<file path="config.mk">
export PLATFORM = sky130hd
export DESIGN_NAME = mpd_phase_detector
export DESIGN_NICKNAME = d
export VERILOG_FILES = /design/src/mpd_pkg.sv /design/src/mpd_nbr_mem.sv /design/src/mpd_phase_detector.sv
export SDC_FILE = /design/constraint.sdc
export NUM_CORES = 1
export LEC_CHECK = 0
export BUFFER_PORTS_ARGS = -buffer_cell sky130_fd_sc_hd__buf_2
export CAP_MARGIN = 20
export CELL_PAD_IN_SITES_DETAIL_PLACEMENT = 1
export CELL_PAD_IN_SITES_GLOBAL_PLACEMENT = 1
export CORE_MARGIN = 4
export CORE_UTILIZATION = 44
export DETAILED_ROUTE_END_ITERATION = 10
export PLACE_DENSITY = 0.79
export SLEW_MARGIN = 20
export SYNTH_ARGS = -nofsm -noshare
export SYNTH_HDL_FRONTEND = slang
export SYNTH_SLANG_ARGS = --single-unit
</file>
<file path="constraint.sdc">
create_clock -name core_clk_i -period 7 [get_ports core_clk_i]
set_clock_uncertainty 0.2 [all_clocks]
set_input_delay 1.05 -clock core_clk_i [delete_from_list [all_inputs] [get_ports core_clk_i]]
set_output_delay 1.05 -clock core_clk_i [all_outputs]
set_load 0.02 [all_outputs]
</file>
<file path="src/mpd_pkg.sv">
// mpd_pkg: constants, types and carriers for the mains phase detector
// assumes a 200 MHz core clock and a one-cycle zero-crossing pulse input
package mpd_pkg;

  localparam int unsigned MPD_CLK_HZ = 200000000;
  localparam int unsigned MPD_MAINS_50_HZ = 50;
  localparam int unsigned MPD_MAINS_60_HZ = 60;
  localparam int unsigned MPD_TICKS_PER_PERIOD = 256;
  // tick rates in Hz: 12.8 kHz and 15.36 kHz
  localparam int unsigned MPD_TICK_RATE_50_HZ = MPD_MAINS_50_HZ * MPD_TICKS_PER_PERIOD;
  localparam int unsigned MPD_TICK_RATE_60_HZ = MPD_MAINS_60_HZ * MPD_TICKS_PER_PERIOD;
  // clock cycles per phase tick, rounded down
  localparam int unsigned MPD_DIV_50 = MPD_CLK_HZ / MPD_TICK_RATE_50_HZ;
  localparam int unsigned MPD_DIV_60 = MPD_CLK_HZ / MPD_TICK_RATE_60_HZ;
  localparam int unsigned MPD_DIV_W = 16;
  localparam logic [MPD_DIV_W-1:0] MPD_DIV_50_C = MPD_DIV_W'(MPD_DIV_50);
  localparam logic [MPD_DIV_W-1:0] MPD_DIV_60_C = MPD_DIV_W'(MPD_DIV_60);

  localparam int unsigned MPD_COUNT_W = 8;
  localparam int unsigned MPD_CODE_W = 3;
  localparam int unsigned MPD_NBR_W = 5;
  localparam int unsigned MPD_NBR_DEPTH = 32;
  // sixty degrees as 42.66 counts, held in hundredths
  localparam int unsigned MPD_SIXTY_DEG_X100 = 4266;
  localparam logic [MPD_COUNT_W:0] MPD_WRAP = 9'h100;
  localparam logic [MPD_COUNT_W-1:0] MPD_COUNT_RST = 8'h00;
  localparam logic [MPD_DIV_W-1:0] MPD_DIV_RST = 16'h0000;
  localparam logic [MPD_CODE_W-1:0] MPD_CODE_RST = 3'h0;

  typedef logic [MPD_COUNT_W-1:0] mpd_count_t;
  typedef logic [MPD_CODE_W-1:0] mpd_code_t;

  // stored per neighbour: offset code and inversion flag
  typedef struct packed {
    mpd_code_t phase_offset_code;
    logic inverted;
  } mpd_result_s;

  // receive job: neighbour index, carried transmit stamp, rx delay in ticks
  typedef struct packed {
    logic [MPD_NBR_W-1:0] nbr_idx;
    mpd_count_t tx_phase_stamp;
    mpd_count_t rx_delay_ticks;
  } mpd_rx_job_s;

  typedef enum logic [1:0] {
    MPD_IDLE,
    MPD_DELTA,
    MPD_CODE,
    MPD_STORE
  } mpd_state_e;

endpackage : mpd_pkg

</file>
<file path="src/mpd_nbr_mem.sv">
// mpd_nbr_mem: neighbour table phase results, one write and one read port
// assumes single clock; read data registered, valid one cycle after request
`timescale 1ns/100ps
`default_nettype none
module mpd_nbr_mem
  import mpd_pkg::*;
#(
  parameter int unsigned DEPTH = MPD_NBR_DEPTH,
  parameter int unsigned AW = MPD_NBR_W
) (
  input wire logic core_clk_i,
  input wire logic ce_i,
  input wire logic wr_en_i,
  input wire logic [AW-1:0] wr_addr_i,
  input wire mpd_result_s wr_data_i,
  input wire logic [AW-1:0] rd_addr_i,
  output mpd_result_s rd_data_o
);

  mpd_result_s mem [DEPTH];

  // write port and registered read
  always_ff @(posedge core_clk_i) begin
    if (ce_i) begin
      if (wr_en_i) begin
        mem[wr_addr_i] <= wr_data_i;
      end
      rd_data_o <= mem[rd_addr_i];
    end
  end

endmodule : mpd_nbr_mem
`default_nettype wire

</file>
<file path="src/mpd_phase_detector.sv">
// mpd_phase_detector: phase counter, tx stamping, rx stamp and offset code
// assumes zc pulse is one cycle wide, sourced from a rising-edge zero-crossing detector
`timescale 1ns/100ps
`default_nettype none
module mpd_phase_detector
  import mpd_pkg::*;
#(
  parameter int unsigned NBR_DEPTH = MPD_NBR_DEPTH
) (
  input wire logic core_clk_i,
  input wire logic rst_n_i,
  input wire logic ce_i,
  input wire logic zc_pulse_i,
  input wire logic mains_60hz_i,
  input wire logic tx_req_i,
  input wire mpd_count_t tx_delay_ticks_i,
  output mpd_count_t tx_phase_stamp_o,
  output logic tx_stamp_valid_o,
  input wire logic rx_detect_i,
  input wire mpd_rx_job_s rx_job_i,
  output mpd_code_t phase_offset_code_o,
  output logic inverted_o,
  output logic result_valid_o,
  input wire logic get_req_i,
  input wire logic [MPD_NBR_W-1:0] get_idx_i,
  output mpd_result_s get_data_o,
  output logic get_valid_o,
  output mpd_count_t phase_count_o
);

  ////////////////////////////////////////////////////////////////////////////
  // phase counter

  logic [MPD_DIV_W-1:0] div_r, div_nxt;
  mpd_count_t phase_count_r, phase_count_nxt;

  // selects cycles per tick for the mains frequency
  function automatic logic [MPD_DIV_W-1:0] tick_div(input logic is60);
    tick_div = is60 ? MPD_DIV_60_C : MPD_DIV_50_C;
  endfunction : tick_div

  // rising-edge zc pulse restarts count; ticks wrap 255 to 0
  always_comb begin
    div_nxt = div_r;
    phase_count_nxt = phase_count_r;
    if (zc_pulse_i) begin
      div_nxt = MPD_DIV_RST;
      phase_count_nxt = MPD_COUNT_RST;
    end else if (div_r == tick_div(mains_60hz_i) - 16'h0001) begin
      div_nxt = MPD_DIV_RST;
      phase_count_nxt = phase_count_r + 8'h01;
    end else begin
      div_nxt = div_r + 16'h0001;
    end
  end

  always_ff @(posedge core_clk_i) begin
    if (!rst_n_i) begin
      div_r <= MPD_DIV_RST;
      phase_count_r <= MPD_COUNT_RST;
    end else if (ce_i) begin
      div_r <= div_nxt;
      phase_count_r <= phase_count_nxt;
    end
  end

  ////////////////////////////////////////////////////////////////////////////
  // transmit stamp

  mpd_count_t tx_stamp_r, tx_stamp_nxt;
  logic tx_valid_r, tx_valid_nxt;

  // count plus processing delay, referred to first header sample
  always_comb begin
    tx_stamp_nxt = tx_stamp_r;
    tx_valid_nxt = 1'b0;
    if (tx_req_i) begin
      tx_stamp_nxt = phase_count_r + tx_delay_ticks_i;
      tx_valid_nxt = 1'b1;
    end
  end

  always_ff @(posedge core_clk_i) begin
    if (!rst_n_i) begin
      tx_stamp_r <= MPD_COUNT_RST;
      tx_valid_r <= 1'b0;
    end else if (ce_i) begin
      tx_stamp_r <= tx_stamp_nxt;
      tx_valid_r <= tx_valid_nxt;
    end
  end

  assign tx_phase_stamp_o = tx_stamp_r;
  assign tx_stamp_valid_o = tx_valid_r;

  ////////////////////////////////////////////////////////////////////////////
  // receive computation

  mpd_state_e state_r, state_nxt;
  mpd_rx_job_s job_r, job_nxt;
  mpd_count_t rx_stamp_r, rx_stamp_nxt;
  logic [MPD_COUNT_W:0] delta_r, delta_nxt;
  mpd_result_s res_r, res_nxt;
  logic res_valid_r, res_valid_nxt;
  logic [MPD_COUNT_W+7:0] scaled;
  logic [MPD_CODE_W:0] rounded;

  // round(delta*100/4266): add half divisor then divide; yields 0..6
  always_comb begin
    scaled = 16'((32'(delta_r) * 32'h0000_0064 + 32'(MPD_SIXTY_DEG_X100 / 2)) / 32'(MPD_SIXTY_DEG_X100));
    rounded = scaled[MPD_CODE_W:0];
  end

  // detect, delta with wrap, code, store
  always_comb begin
    state_nxt = state_r;
    job_nxt = job_r;
    rx_stamp_nxt = rx_stamp_r;
    delta_nxt = delta_r;
    res_nxt = res_r;
    res_valid_nxt = 1'b0;
    case (state_r)
      MPD_IDLE: begin
        if (rx_detect_i) begin
          job_nxt = rx_job_i;
          rx_stamp_nxt = phase_count_r - rx_job_i.rx_delay_ticks;
          state_nxt = MPD_DELTA;
        end
      end
      MPD_DELTA: begin
        delta_nxt = {1'b0, rx_stamp_r} - {1'b0, job_r.tx_phase_stamp};
        if (rx_stamp_r < job_r.tx_phase_stamp) begin
          delta_nxt = {1'b0, rx_stamp_r} - {1'b0, job_r.tx_phase_stamp} + MPD_WRAP;
        end
        state_nxt = MPD_CODE;
      end
      MPD_CODE: begin
        // a rounded result of six folds back to zero
        res_nxt.phase_offset_code = (rounded >= 4'h6) ? 3'(rounded - 4'h6) : rounded[MPD_CODE_W-1:0];
        state_nxt = MPD_STORE;
      end
      MPD_STORE: begin
        res_nxt.inverted = res_r.phase_offset_code[0];
        res_valid_nxt = 1'b1;
        state_nxt = MPD_IDLE;
      end
      default: begin
        state_nxt = MPD_IDLE;
      end
    endcase
  end

  always_ff @(posedge core_clk_i) begin
    if (!rst_n_i) begin
      state_r <= MPD_IDLE;
      job_r <= '0;
      rx_stamp_r <= MPD_COUNT_RST;
      delta_r <= '0;
      res_r <= '0;
      res_valid_r <= 1'b0;
    end else if (ce_i) begin
      state_r <= state_nxt;
      job_r <= job_nxt;
      rx_stamp_r <= rx_stamp_nxt;
      delta_r <= delta_nxt;
      res_r <= res_nxt;
      res_valid_r <= res_valid_nxt;
    end
  end

  assign phase_offset_code_o = res_r.phase_offset_code;
  assign inverted_o = res_r.inverted;
  assign result_valid_o = res_valid_r;
  assign phase_count_o = phase_count_r;

  ////////////////////////////////////////////////////////////////////////////
  // neighbour table and get path

  mpd_result_s mem_rd;
  logic get_valid_r, get_valid_nxt;

  // store result into entry at the end of computation
  mpd_nbr_mem #(
    .DEPTH(NBR_DEPTH),
    .AW(MPD_NBR_W)
  ) u_nbr_mem (
    .core_clk_i(core_clk_i),
    .ce_i(ce_i),
    .wr_en_i(state_r == MPD_STORE),
    .wr_addr_i(job_r.nbr_idx),
    .wr_data_i({res_r.phase_offset_code, res_r.phase_offset_code[0]}),
    .rd_addr_i(get_idx_i),
    .rd_data_o(mem_rd)
  );

  // get answer one cycle after request
  always_comb begin
    get_valid_nxt = get_req_i;
  end

  always_ff @(posedge core_clk_i) begin
    if (!rst_n_i) begin
      get_valid_r <= 1'b0;
    end else if (ce_i) begin
      get_valid_r <= get_valid_nxt;
    end
  end

  assign get_data_o = mem_rd;
  assign get_valid_o = get_valid_r;

endmodule : mpd_phase_detector
`default_nettype wire

</file>
[Word level (Yosys, flattened, before mapping)]
Memories as Yosys holds them, arrays and structs flattened. A register that Yosys moved wholly into a read port is not among the register bits.
Index checks and enable logic that the tools add are counted.
Operators by class
  $add $sub $neg: 9
  multiply operators: 1
  divide/modulo/power cells: 1
  order comparisons: 2
  eq/ne operators: 5
  mux-type cells: 13
  reductions and logical operators: 9
Operators with widths (number)
  $div 32x13->32 const B: 1
  $mux 16: 2
  $add 16x12->17 const B: 1
  $add 16x1->16 const B: 1
  $eq 16x16->1: 1
  $mux 8: 2
  $sub 14x1->15 const B: 1
  $mul 9x5->14 const B: 1
  $mux 12: 1
  $reduce_and 2->1: 6
  $add 9x9->9 const B: 1
  $mux 9: 1
  $sub 8x8->9: 1
  $add 8x1->8 const B: 1
  $add 8x8->8: 1
  $lt 8x8->1: 1
  $pmux 2 s4: 1
  $sub 8x8->8: 1
  $eq 2x2->1 const B: 2
  $ge 4x3->1 const B: 1
  $mux 1: 4
  $mux 3: 1
  $reduce_and 3->1: 1
  $sub 3x3->3 const B: 1
  other kinds (5): 5
Word-level totals
  flip-flop bits (word level): 71
  bits in writable memories: 128
  input bits: 42
  logic and storage cells: 54
  memories: 1
Memories
  u_nbr_mem.mem: depth 32, width 4, read ports 1, clocked after memory_dff 1, write ports 1, RTL line mpd_nbr_mem.sv:20  | mpd_result_s mem [DEPTH];

[Longest topological paths before layout]
Gate-level depths: netlist (run 1).
  word-level depth: 5
  gate-level depth with buffers: 29
  depth with buffers taken out: 24

[By module]
Synthesis (run 1) repeated with hierarchy kept, for this count alone.
Second synthesis, totals
  cell total of the unflattened synthesis: 1072
  area total of the unflattened synthesis: 11837.6 um^2
By module, submodules not included
  mpd_phase_detector: times used 1, cells an instance 840, area an instance 6653.9 um^2, seq. area each 1421.4 um^2
  mpd_nbr_mem: times used 1, cells an instance 232, area an instance 5183.7 um^2, seq. area each 3963.8 um^2

[Worst setup path after synthesis (run 1)]
OpenSTA, ideal clock, no wires.
  kind: register to register
  from: reg delta_r[0]
  to: reg res_r, in the netlist phase_offset_code_o[0]
  arrival time: 6339 ps
  data required time: 6726 ps
  slack: 387 ps
  cell stages (with the launch flop): 28
  buffers on the path: 3
  path through: dfxtp_1 -> buf_2 -> inv_1 -> ha_1 -> inv_1 -> ha_1 -> ha_1 -> inv_1 -> fa_1 -> clkbuf_1 -> nor2_1 -> a211o_1 -> a22oi_1 -> a21oi_1 -> o22a_1 -> o21ai_2 -> a22oi_2 -> buf_2 -> a21o_4 -> or3_1 -> mux2_4 -> a221oi_1 -> o21ai_1 -> a311oi_4 -> a31o_1 -> o21ba_4 -> mux2_4 -> a31oi_1
On the way
  longest elaborated chain between the ends: 5
RTL lines
  from (decl): RTL line mpd_phase_detector.sv:102  | logic [MPD_COUNT_W:0] delta_r, delta_nxt;
  from (signal assigned): RTL line mpd_phase_detector.sv:165  | delta_r <= delta_nxt;
  $mul 9x5->14 (*): RTL line mpd_phase_detector.sv:110  | scaled = 16'((32'(delta_r) * 32'h0000_0064 + 32'(MPD_SIXTY_DEG_X100 / 2)) / 32'(MPD_SIXTY_DEG_X100));
  $add 16x12->17 (*): RTL line mpd_phase_detector.sv:110
  $div 32x13->32 (*): RTL line mpd_phase_detector.sv:110
  $ge 4x3->1 or $sub 3x3->3 (tied branches): RTL line mpd_phase_detector.sv:139  | res_nxt.phase_offset_code = (rounded >= 4'h6) ? 3'(rounded - 4'h6) : rounded[MPD_CODE_W-1:0];
  $mux 3 (*): RTL line mpd_phase_detector.sv:139
  to (signal assigned): RTL line mpd_phase_detector.sv:166  | res_r <= res_nxt;
  to (decl): RTL line mpd_phase_detector.sv:103  | mpd_result_s res_r, res_nxt;
Every way passes the cells marked *; elsewhere a longest branch is shown, timed or not.
A chain may end at the register's enable or synchronous reset.

[Final worst setup path (run 1)]
  from: reg delta_r[2]
  to: reg res_r, in the netlist phase_offset_code_o[0]
Same word-level chain as after synthesis.

==> impl_metrics.json, run 1 <==
{
  "critPathBufInv": 4,
  "rr_worst_depth": 25,
  "endpoint_kind": "register",
  "grt_max_degree": 53,
  "cts_buffers": 17,
  "cp_common_cell": "ha_1",
  "status": "finished clean",
  "synth_edf_count": 99,
  "grt_pass1_wl_mm": 43.8,
  "critPathKind": "register to register",
  "vias": 7907,
  "cap_viol_max_count": 0,
  "synth_cells": 1004,
  "seqPwrFrac_pct": 43.1,
  "max_stage_delay_ps": 570,
  "netSwitchingFraction_pct": 29.3,
  "synth_area_um2": 10400,
  "grt_pass1_vias": 8430,
  "ys_warn_count": 0,
  "fmax_mhz": 148,
  "hold_buffers": 0,
  "portBuffers": 68,
  "worst-endpoint-arrival_ps": 6870,
  "total_power_uw": 2510,
  "cellLeakagePower_uw": 0.00456,
  "h-tree-depth": 4,
  "std_cell_rows": 56,
  "syn_nets": 1115,
  "max_slew_margin_pct": 32.5,
  "place_congestion": 0.819,
  "worst_path_max_delay_cell": "or4_1",
  "clkTransAtPathRegs_ps": 70,
  "drt-initial-drc-count": 409,
  "drive_gt1_share_pct": 19.0,
  "hp-start": "job_r[15]",
  "synth_top_flop_cell": "edfxtp_1",
  "synth_largest_area_cell": "edfxtp_1",
  "area.growth.synth_to_final_pct": 14.2,
  "synth-simple-area-share_pct": 16.8,
  "ioPinCount": 69,
  "globalRouteTotalUtil_pct": 20.6,
  "root_buffer": "clkbuf_16",
  "cts.path.max_buffers": 2,
  "power_switching_uw": 736,
  "slew_violations": 0,
  "combinationalPowerShare_pct": 19.1,
  "multiInputGateArea_um2": 5740,
  "min_path_type": "register to register",
  "ant_nets": 0,
  "period_needed_ps": 6770,
  "drtPass1Iterations": 5,
  "nets": 1192,
  "async_flop_share_pct": 0,
  "syn_avg_cell_area_um2": 10.4,
  "vdd_drop_max_mv": 0.165,
  "ys_ff_latch": 170,
  "hold_viol_final": 0,
  "cp_data_required_time_ps": 7100,
  "setup_tns_ps": 0,
  "clkPwrFrac_pct": 37.8,
  "synthAdderAreaFrac_pct": 8.80,
  "r2r_slack_ps": 230,
  "p_int_uw": 1780,
  "yosys-top-cells-area": "edfxtp_1, dfxtp_1, ha_1, mux4_2, nand2_1",
  "whs_endpoint": "job_r[15]",
  "timing.rr.start": "delta_r[2]",
  "totalWireLength_mm": 26.4,
  "die_h_um": 162,
  "synth_top_family_by_area": "simple AND/OR/NAND/NOR gates",
  "synth-compound-area-share_pct": 14.2,
  "antenna_found_initial": 4,
  "seqCellArea_um2": 4390,
  "power_density_nw_per_um2": 212,
  "fin_crit_sh_pct": 96.7,
  "ys_types": 91,
  "crit_fanout": 8,
  "synth.mux.area_fraction_pct": 7.80,
  "overflow": 0,
  "initial_core_util_pct": 44.5,
  "hpwlAfterDp_mm": 18.9,
  "synth_top_area_share_pct": 28.6,
  "viasPerCell": 5.59,
  "die-area_um2": 26200,
  "rr_endpoint": "phase_offset_code_o[0]",
  "crit_family": "simple AND/OR/NAND/NOR gates",
  "wl_per_cell_um": 18.7,
  "worstSkewPairLatency_ps": 430,
  "min_path_cells": 2,
  "synth-xor-area-share_pct": 6.78,
  "tightest_slew_ps": 1010,
  "core_area_um2": 23400,
  "cts_tree": "built",
  "clock_sinks": 170,
  "fp.dieW_um": 162,
  "yosysSeqAreaShare_pct": 42.2,
  "setup_viol": 0,
  "fillers": 2655,
  "critPathLaunchType": "register",
  "remaining_drc_errors": 0
}
## cells by family after synthesis
family	after synthesis
xor gates and xnor gates	79
AOI/OAI and AO/OA	205
and+or+nand+nor	349
adders and majority gates	69
buffers and inverters	90
muxes	42
DFF	170
## through the flow
stage | util (%) | setup WS (ps) | instance area, um^2 | hold slack (ps) | cells
final | 50.8 | 232 | 11900 | 266 | 1415
after global routing | 50.8 | -74.6 | 11900 | 288 | 1415
after CTS | 50.2 | 5.09 | 11700 | 272 | 1406
after detailed placement | 47.6 | -79.2 | 11100 | 261 | 1371
after global placement | 47.6 | 200 | 11100 | 253 | 1371
after floorplan | - | 387 | 10400 | 243 | 1004
## worst max path at each step
stage | start | to | slack, ps | depth (start not counted)
2_1_floorplan | delta_r[0] | phase_offset_code_o[0] | 390 | 27
3_3_place_gp | delta_r[4] | phase_offset_code_o[2] | 200 | 24
3_5_place_dp | delta_r[2] | phase_offset_code_o[0] | -80 | 23
4_1_cts | delta_r[2] | phase_offset_code_o[2] | 5 | 25
5_1_grt | delta_r[2] | phase_offset_code_o[2] | -70 | 24
6_report | delta_r[2] | phase_offset_code_o[0] | 230 | 25
## flip-flops by register name (all words and copies together), names as in the netlist
register / cells
result_valid_o: 1
u_nbr_mem.rd_data_o: 3
inverted_o: 1
tx_stamp_valid_o: 1
delta_r: 9
phase_count_o: 8
phase_offset_code_o: 3
div_r: 16
get_valid_o: 1
rx_stamp_r: 8
job_r: 13
u_nbr_mem.mem: 96
state_r: 2
tx_phase_stamp_o: 8
## what timing repair did
item | in CTS | in global routing
setup endpoints to repair | 2 | 3
resized for setup | 0 | 20
setup buffers | 3 | 7
pin swaps | 1 | 9
## power groups by stage
stage          sequential (uW)  combinational, uW  clock (uW)
6_report                  1080                479         951
3_5_place_dp              1110                460           0
3_3_place_gp              1110                447           0
4_1_cts                   1080                467         966
5_1_grt                   1090                534        1020
2_1_floorplan             1110                326           0
## metal layers
metal / GRT usage (%) / up-vias / routed length (um)
met2: 35.9 / 173 / 13300
met1: 26.3 / 3893 / 11400
met4: 4.38 / 4 / 401
li1: - / 3797 / -
met5: 0 / - / 16
met3: 4.72 / 40 / 1270
## layout make-up
| cell class | count | area share (%) |
|---|---|---|
| clock inverter | 15 | 1.39 |
| sequential | 170 | 37.0 |
| timing repair buffer | 98 | 4.76 |
| multi-input combinational | 744 | 48.3 |
| antenna | 2 | 0.0421 |
| tap | 319 | 3.36 |
| clock buffer | 17 | 3.58 |
| inverter | 50 | 1.58 |
## cell usage after synthesis, types with 3 or more instances
master    count
and3_1       14
ha_1         62
nor4_1        4
inv_1        49
nand2b_1     15
buf_1         6
nor2b_1      10
nor4b_1       3
a211oi_2      4
mux2i_1       5
fa_1          7
a21o_1       19
o21bai_1      3
o21ai_1       3
o211ai_1      7
dfxtp_1      71
a211o_1       3
buf_2         6
or3_1        10
nand3_1      20
nor3_1       16
xor2_1       38
a211oi_1      6
clkbuf_1     26
mux4_2       30
nand3b_1      4
o31ai_1       4
and2_1       28
a22o_1        3
nor2_1       94
o21ai_0      49
nand4_1      14
a21boi_0     23
xnor2_1      40
mux2_2        4
edfxtp_1     99
nand2_1      94
a31oi_1       6
a21oi_1      34
o211a_1       4
## placed cells by master, fill, tap and decap left out, types with 5 or more instances in the layout
| master | n |
|---|---|
| o21ai_0 | 49 |
| and2_1 | 28 |
| nor2_1 | 93 |
| xnor2_1 | 39 |
| nor3_1 | 15 |
| clkbuf_16 | 17 |
| inv_8 | 5 |
| inv_1 | 49 |
| nand4_1 | 14 |
| a21boi_0 | 23 |
| or3_1 | 10 |
| mux4_2 | 30 |
| nand3_1 | 20 |
| buf_2 | 68 |
| inv_6 | 6 |
| fa_1 | 6 |
| buf_4 | 30 |
| nand2b_1 | 15 |
| nor2b_1 | 10 |
| a21o_1 | 19 |
| dfxtp_1 | 71 |
| and3_1 | 13 |
| o211ai_1 | 7 |
| a31oi_1 | 6 |
| xor2_1 | 37 |
| nand2_1 | 94 |
| edfxtp_1 | 99 |
| a21oi_1 | 33 |
| a211oi_1 | 6 |
| ha_1 | 61 |
## worst reg2reg max path, delay by kind of cell (launching register included)
family	cells	cell delay (ps)
and+or+nand+nor	8	2180
AOI/OAI and AO/OA	9	2060
adders and majority gates	4	1340
buffers and inverters	4	500
DFF	1	400
Power figures use the tool's default switching activity.
==> inputs of run 2 (changes only) <==
Clock period 7 ns to 5.43 ns, I/O delays scaled along.
==> impl_metrics.json, run 2 (synthesis gave the netlist of run 1 again) <==
{
  "status": "complete, but fails checks",
  "violations": "setup timing",
  "worst_path_max_delay_cell": "fa_1",
  "reg_top3": "u_nbr_mem.mem: 96 flops, div_r: 16 flops, job_r: 13 flops",
  "antenna_found_initial": 0,
  "cp_common_cell": "buf_4",
  "dpl.cell_count": 1490,
  "portBuffers": 68,
  "fp.dieW_um": 162,
  "root_buffer": "clkbuf_16",
  "max_slew_margin_pct": 34.7,
  "clkTransAtPathRegs_ps": 80,
  "rsz0062_at_grt": "yes",
  "nets": 1325,
  "critPathLaunchType": "register",
  "fmax_mhz": 157,
  "die_h_um": 162,
  "drive_gt1_share_pct": 33.4,
  "fillers": 2536,
  "fin_crit_sh_pct": 118,
  "core_area_um2": 23400,
  "hp-start": "job_r[15]",
  "std_cell_rows": 56,
  "timing.hold.ws_ps": 270,
  "cts.path.max_buffers": 2,
  "cellLeakagePower_uw": 0.00525,
  "h-tree-depth": 4,
  "area.growth.synth_to_final_pct": 29.5,
  "critPathKind": "register to register",
  "drt-initial-drc-count": 369,
  "ioPinCount": 69,
  "endpoint_kind": "register",
  "hpwlAfterDp_mm": 20.3,
  "totalWireLength_mm": 28.7,
  "hold_viol_final": 0,
  "max_stage_delay_ps": 520,
  "vdd_drop_max_mv": 0.218,
  "ant_nets": 0,
  "drtPass1Iterations": 4,
  "clock_sinks": 170,
  "worst-endpoint-arrival_ps": 6550,
  "crit_family": "compound AO/OA/AOI/OAI gates",
  "final_cell_mix": "buf_4, edfxtp_1, nand2_1, nor2_1, buf_2",
  "globalRouteTotalUtil_pct": 22.1,
  "initial_core_util_pct": 44.5,
  "vias": 8405,
  "slew_violations": 0,
  "timing.rr.start": "delta_r[2]",
  "layout_commonest_cell": "buf_4",
  "place_congestion": 0.823,
  "wl_per_cell_um": 18.5,
  "min_path_type": "register to register",
  "final-instance-count-excl-fill": 1546,
  "cts_buffers": 17,
  "grt_pass1_vias": 9308,
  "period_needed_ps": 6380,
  "startpoint": "delta_r[2]",
  "dp_slack_ps": -990,
  "largest_reg_flops": 96,
  "grt_pass1_wl_mm": 46.8,
  "total_power_uw": 3450,
  "tightest_slew_ps": 977,
  "die-area_um2": 26200,
  "fin_ws_ps": -951,
  "critPathBufInv": 8,
  "setup_viol": 3,
  "viasPerCell": 5.44,
  "grt_max_degree": 53,
  "remaining_drc_errors": 0,
  "crit_fanout": 10,
  "regMostFlops": "u_nbr_mem.mem",
  "cp_data_required_time_ps": 5590,
  "overflow": 0,
  "power_density_nw_per_um2": 256,
  "n_antenna_cell": 0,
  "hold_buffers": 0,
  "cts_tree": "built",
  "cap_viol_max_count": 0,
  "worstSkewPairLatency_ps": 430
}
[run 2: changes by cell type in the layout (fill, tap and decap cells not counted), moves of 7 or more]
cell     before  now
inv_1        49   42
ha_4          0   14
ha_1         61   45
buf_4        30  154
a21oi_1      33   26
dfxtp_1      71   63
[run 2: cell type report]
type                    count  area [um^2]  share of cell area [%]
multi-input cells         744         6250                    46.4
clock buffers              17          425                    3.16
repair buffers            231         1630                    12.1
flip-flops and latches    170         4410                    32.8
clock inverters            15          158                    1.17
well taps                 319          399                    2.96
inverters                  50          193                    1.43
[run 2: power by group]
| group | total [uW] | leakage (uW) | switching (uW) | internal (uW) |
|---|---|---|---|---|
| clock | 1200 | 0.000287 | 577 | 620 |
| combinational | 852 | 0.00350 | 441 | 411 |
| sequential | 1400 | 0.00146 | 24.5 | 1380 |
[run 2: path summary, 6_finish.rpt]
| path | cells after the start | slack (ps) | endpoint |
|---|---|---|---|
| max reg2reg | 29 | -950 | phase_offset_code_o[1] |
| max | 29 | -950 | phase_offset_code_o[1] |
| min | 2 | 270 | job_r[15] |
| min reg2reg | 2 | 270 | job_r[15] |
[run 2: timing repair]
item / 4_1_cts / 5_1_grt
endpoints found under the setup margin: 3 / 3
gates resized for setup: 63 / 12
pin swaps: 30 / 7
setup buffers: 22 / 4
[run 2: worst min-delay path, delay by kind of cell (launching register included)]
family,cells,cell delay [ps]
and+or+nand+nor,1,50
DFF,1,310
AOI/OAI and AO/OA,1,60
[run 2: per-stage QoR]
step	setup TNS [ps]	utilization (%)	instance area, um^2
floorplan	-2270	-	10700
global placement	-2370	52.6	12300
detailed placement	-2910	52.6	12300
CTS	-2350	57.2	13400
global route	-3490	57.6	13500
finish	-2670	57.6	13500
[run 2: per-layer routing]
metal  up-vias  track usage [%]  wire length [um]
li1       4060                -                 -
met3        28             3.86               916
met2       140             41.2             15400
met5         -                0                 0
met1      4177             26.7             12100
met4         0             4.92               337
==> inputs of run 3 (changes only) <==
--- a/config.mk
+++ b/config.mk
@@ -7,2 +7,3 @@
 export LEC_CHECK = 0
+export ABC_CLOCK_PERIOD_IN_PS = 5430
 export BUFFER_PORTS_ARGS = -buffer_cell sky130_fd_sc_hd__buf_2
@@ -13,2 +14,3 @@
 export CORE_UTILIZATION = 44
+export CTS_CLUSTER_DIAMETER = 80
 export DETAILED_ROUTE_END_ITERATION = 10
==> constraint.sdc (replaced) <==
create_clock -name core_clk_i -period 5.43 [get_ports core_clk_i]
set_clock_uncertainty 0.2 [all_clocks]
set_input_delay 1.629 -clock core_clk_i [delete_from_list [all_inputs] [get_ports core_clk_i]]
set_output_delay 1.629 -clock core_clk_i [all_outputs]
set_load 0.02 [all_outputs]
==> impl_metrics.json, run 3 (synthesis gave the netlist of run 1 again) <==
{
  "status": "complete, but fails checks",
  "violations": "setup timing",
  "layout_commonest_cell": "buf_4",
  "worst-endpoint-arrival_ps": 6570,
  "vias": 8535,
  "area.growth.synth_to_final_pct": 28.9,
  "overflow": 0,
  "max_stage_delay_ps": 510,
  "endpoint_kind": "register",
  "tightest_slew_ps": 896,
  "nets": 1326,
  "timing.rr.start": "delta_r[4]",
  "hpwlAfterDp_mm": 21.1,
  "h-tree-depth": 4,
  "fin_crit_sh_pct": 118,
  "ant_nets": 0,
  "setup_viol": 3,
  "drt-initial-drc-count": 510,
  "wl_per_cell_um": 19.4,
  "viasPerCell": 5.52,
  "antenna_found_initial": 0,
  "slew_violations": 0,
  "final_cell_mix": "buf_4, edfxtp_1, nand2_1, nor2_1, buf_2",
  "initial_core_util_pct": 44.5,
  "worstSkewPairLatency_ps": 440,
  "grt_pass1_vias": 9428,
  "r2r_slack_ps": -970,
  "std_cell_rows": 56,
  "drive_gt1_share_pct": 33.2,
  "core_area_um2": 23400,
  "totalWireLength_mm": 30.0,
  "min_path_type": "register to register",
  "cp-endpoint": "phase_offset_code_o[1]",
  "worst_path_max_delay_cell": "fa_1",
  "fin_ws_ps": -975,
  "cellLeakagePower_uw": 0.00525,
  "max_slew_margin_pct": 40.3,
  "cts_tree": "built",
  "cap_viol_max_count": 0,
  "root_buffer": "clkbuf_16",
  "clock_sinks": 170,
  "cp_common_cell": "ha_4",
  "place_congestion": 0.819,
  "critPathKind": "register to register",
  "die-area_um2": 26200,
  "rr_worst_depth": 27,
  "critPathLaunchType": "register",
  "grt_pass1_wl_mm": 48.6,
  "crit_fanout": 5,
  "n_antenna_cell": 0,
  "ioPinCount": 69,
  "fillers": 2560,
  "regMostFlops": "u_nbr_mem.mem",
  "portBuffers": 68,
  "rsz0062_at_grt": "yes",
  "clkTransAtPathRegs_ps": 70,
  "remaining_drc_errors": 0,
  "rr_endpoint": "phase_offset_code_o[1]",
  "die_h_um": 162,
  "largest_reg_flops": 96,
  "timing.hold.ws_ps": 265,
  "fmax_mhz": 156,
  "globalRouteTotalUtil_pct": 23.1,
  "reg_top3": "u_nbr_mem.mem: 96 flops, div_r: 16 flops, job_r: 13 flops",
  "startpoint": "delta_r[4]",
  "hold_viol_final": 0,
  "cts.path.max_buffers": 2,
  "period_needed_ps": 6400,
  "cp_data_required_time_ps": 5600,
  "power_density_nw_per_um2": 259,
  "setup_tns_ps": -2740,
  "cts_buffers": 17,
  "vdd_drop_max_mv": 0.186,
  "drtPass1Iterations": 4,
  "grt_max_degree": 53,
  "hold_buffers": 0,
  "fp.dieW_um": 162
}
==> run 3: timing repair <==
item                                    CTS  global route
endpoints found under the setup margin    3             3
pin swaps                                22            15
gates resized for setup                  52            15
buffers inserted                         19             4
==> run 3: critical path: cells and delay by family, from the launching register on <==
kind                       cells  cell delay (ps)
and+or+nand+nor                7             1850
AOI/OAI and AO/OA              9             1840
adders and majority gates      4             1280
buffers and inverters          6              590
DFF                            1              370
xor gates and xnor gates       1              180
==> run 3: how the worst min path moves through the flow <==
stage / cells after the start / slack, ps / end / start
final: 2 / 260 / tx_phase_stamp_o[0] / tx_phase_stamp_o[0]
after global routing: 2 / 290 / job_r[13] / job_r[13]
after CTS: 2 / 270 / tx_phase_stamp_o[0] / tx_phase_stamp_o[0]
after detailed placement: 2 / 260 / tx_phase_stamp_o[0] / tx_phase_stamp_o[0]
after global placement: 2 / 250 / job_r[12] / job_r[12]
after floorplan: 2 / 240 / job_r[10] / job_r[10]
==> run 3: per-layer routing <==
layer | GRT usage (%) | up-vias | routed length [um]
li1 | - | 4065 | -
met1 | 27.7 | 4257 | 12400
met2 | 42.7 | 165 | 16100
met3 | 3.65 | 48 | 901
met4 | 6.81 | 0 | 632
met5 | 0 | - | 0
==> run 3: cell type report <==
| class | instances | area, um^2 | share of cell area (%) |
|---|---|---|---|
| Clock inverter | 15 | 166 | 1.24 |
| Multi-Input combinational cell | 744 | 6190 | 46.2 |
| Timing Repair Buffer | 232 | 1630 | 12.1 |
| Inverter | 50 | 190 | 1.42 |
| Tap cell | 319 | 399 | 2.97 |
| Clock buffer | 17 | 425 | 3.17 |
| Sequential cell | 170 | 4410 | 32.9 |
==> run 3: through the flow <==
step / util (%) / power [uW] / setup WS [ps] / instance area, um^2 / std cells
after CTS: 56.9 / 3460 / -834 / 13300 / 1543
after detailed placement: 52.7 / 2200 / -1020 / 12300 / 1492
final: 57.3 / 3470 / -975 / 13400 / 1547
after global routing: 57.3 / 3630 / -1210 / 13400 / 1547
after global placement: 52.7 / 2160 / -806 / 12300 / 1492
after floorplan: - / 1880 / -786 / 10700 / 1004
==> run 3: power by group <==
| group | internal [uW] | total [uW] | switching [uW] | leakage [uW] |
|---|---|---|---|---|
| sequential | 1380 | 1400 | 23.8 | 0.00146 |
| combinational | 410 | 851 | 441 | 0.00350 |
| clock | 620 | 1220 | 599 | 0.000290 |
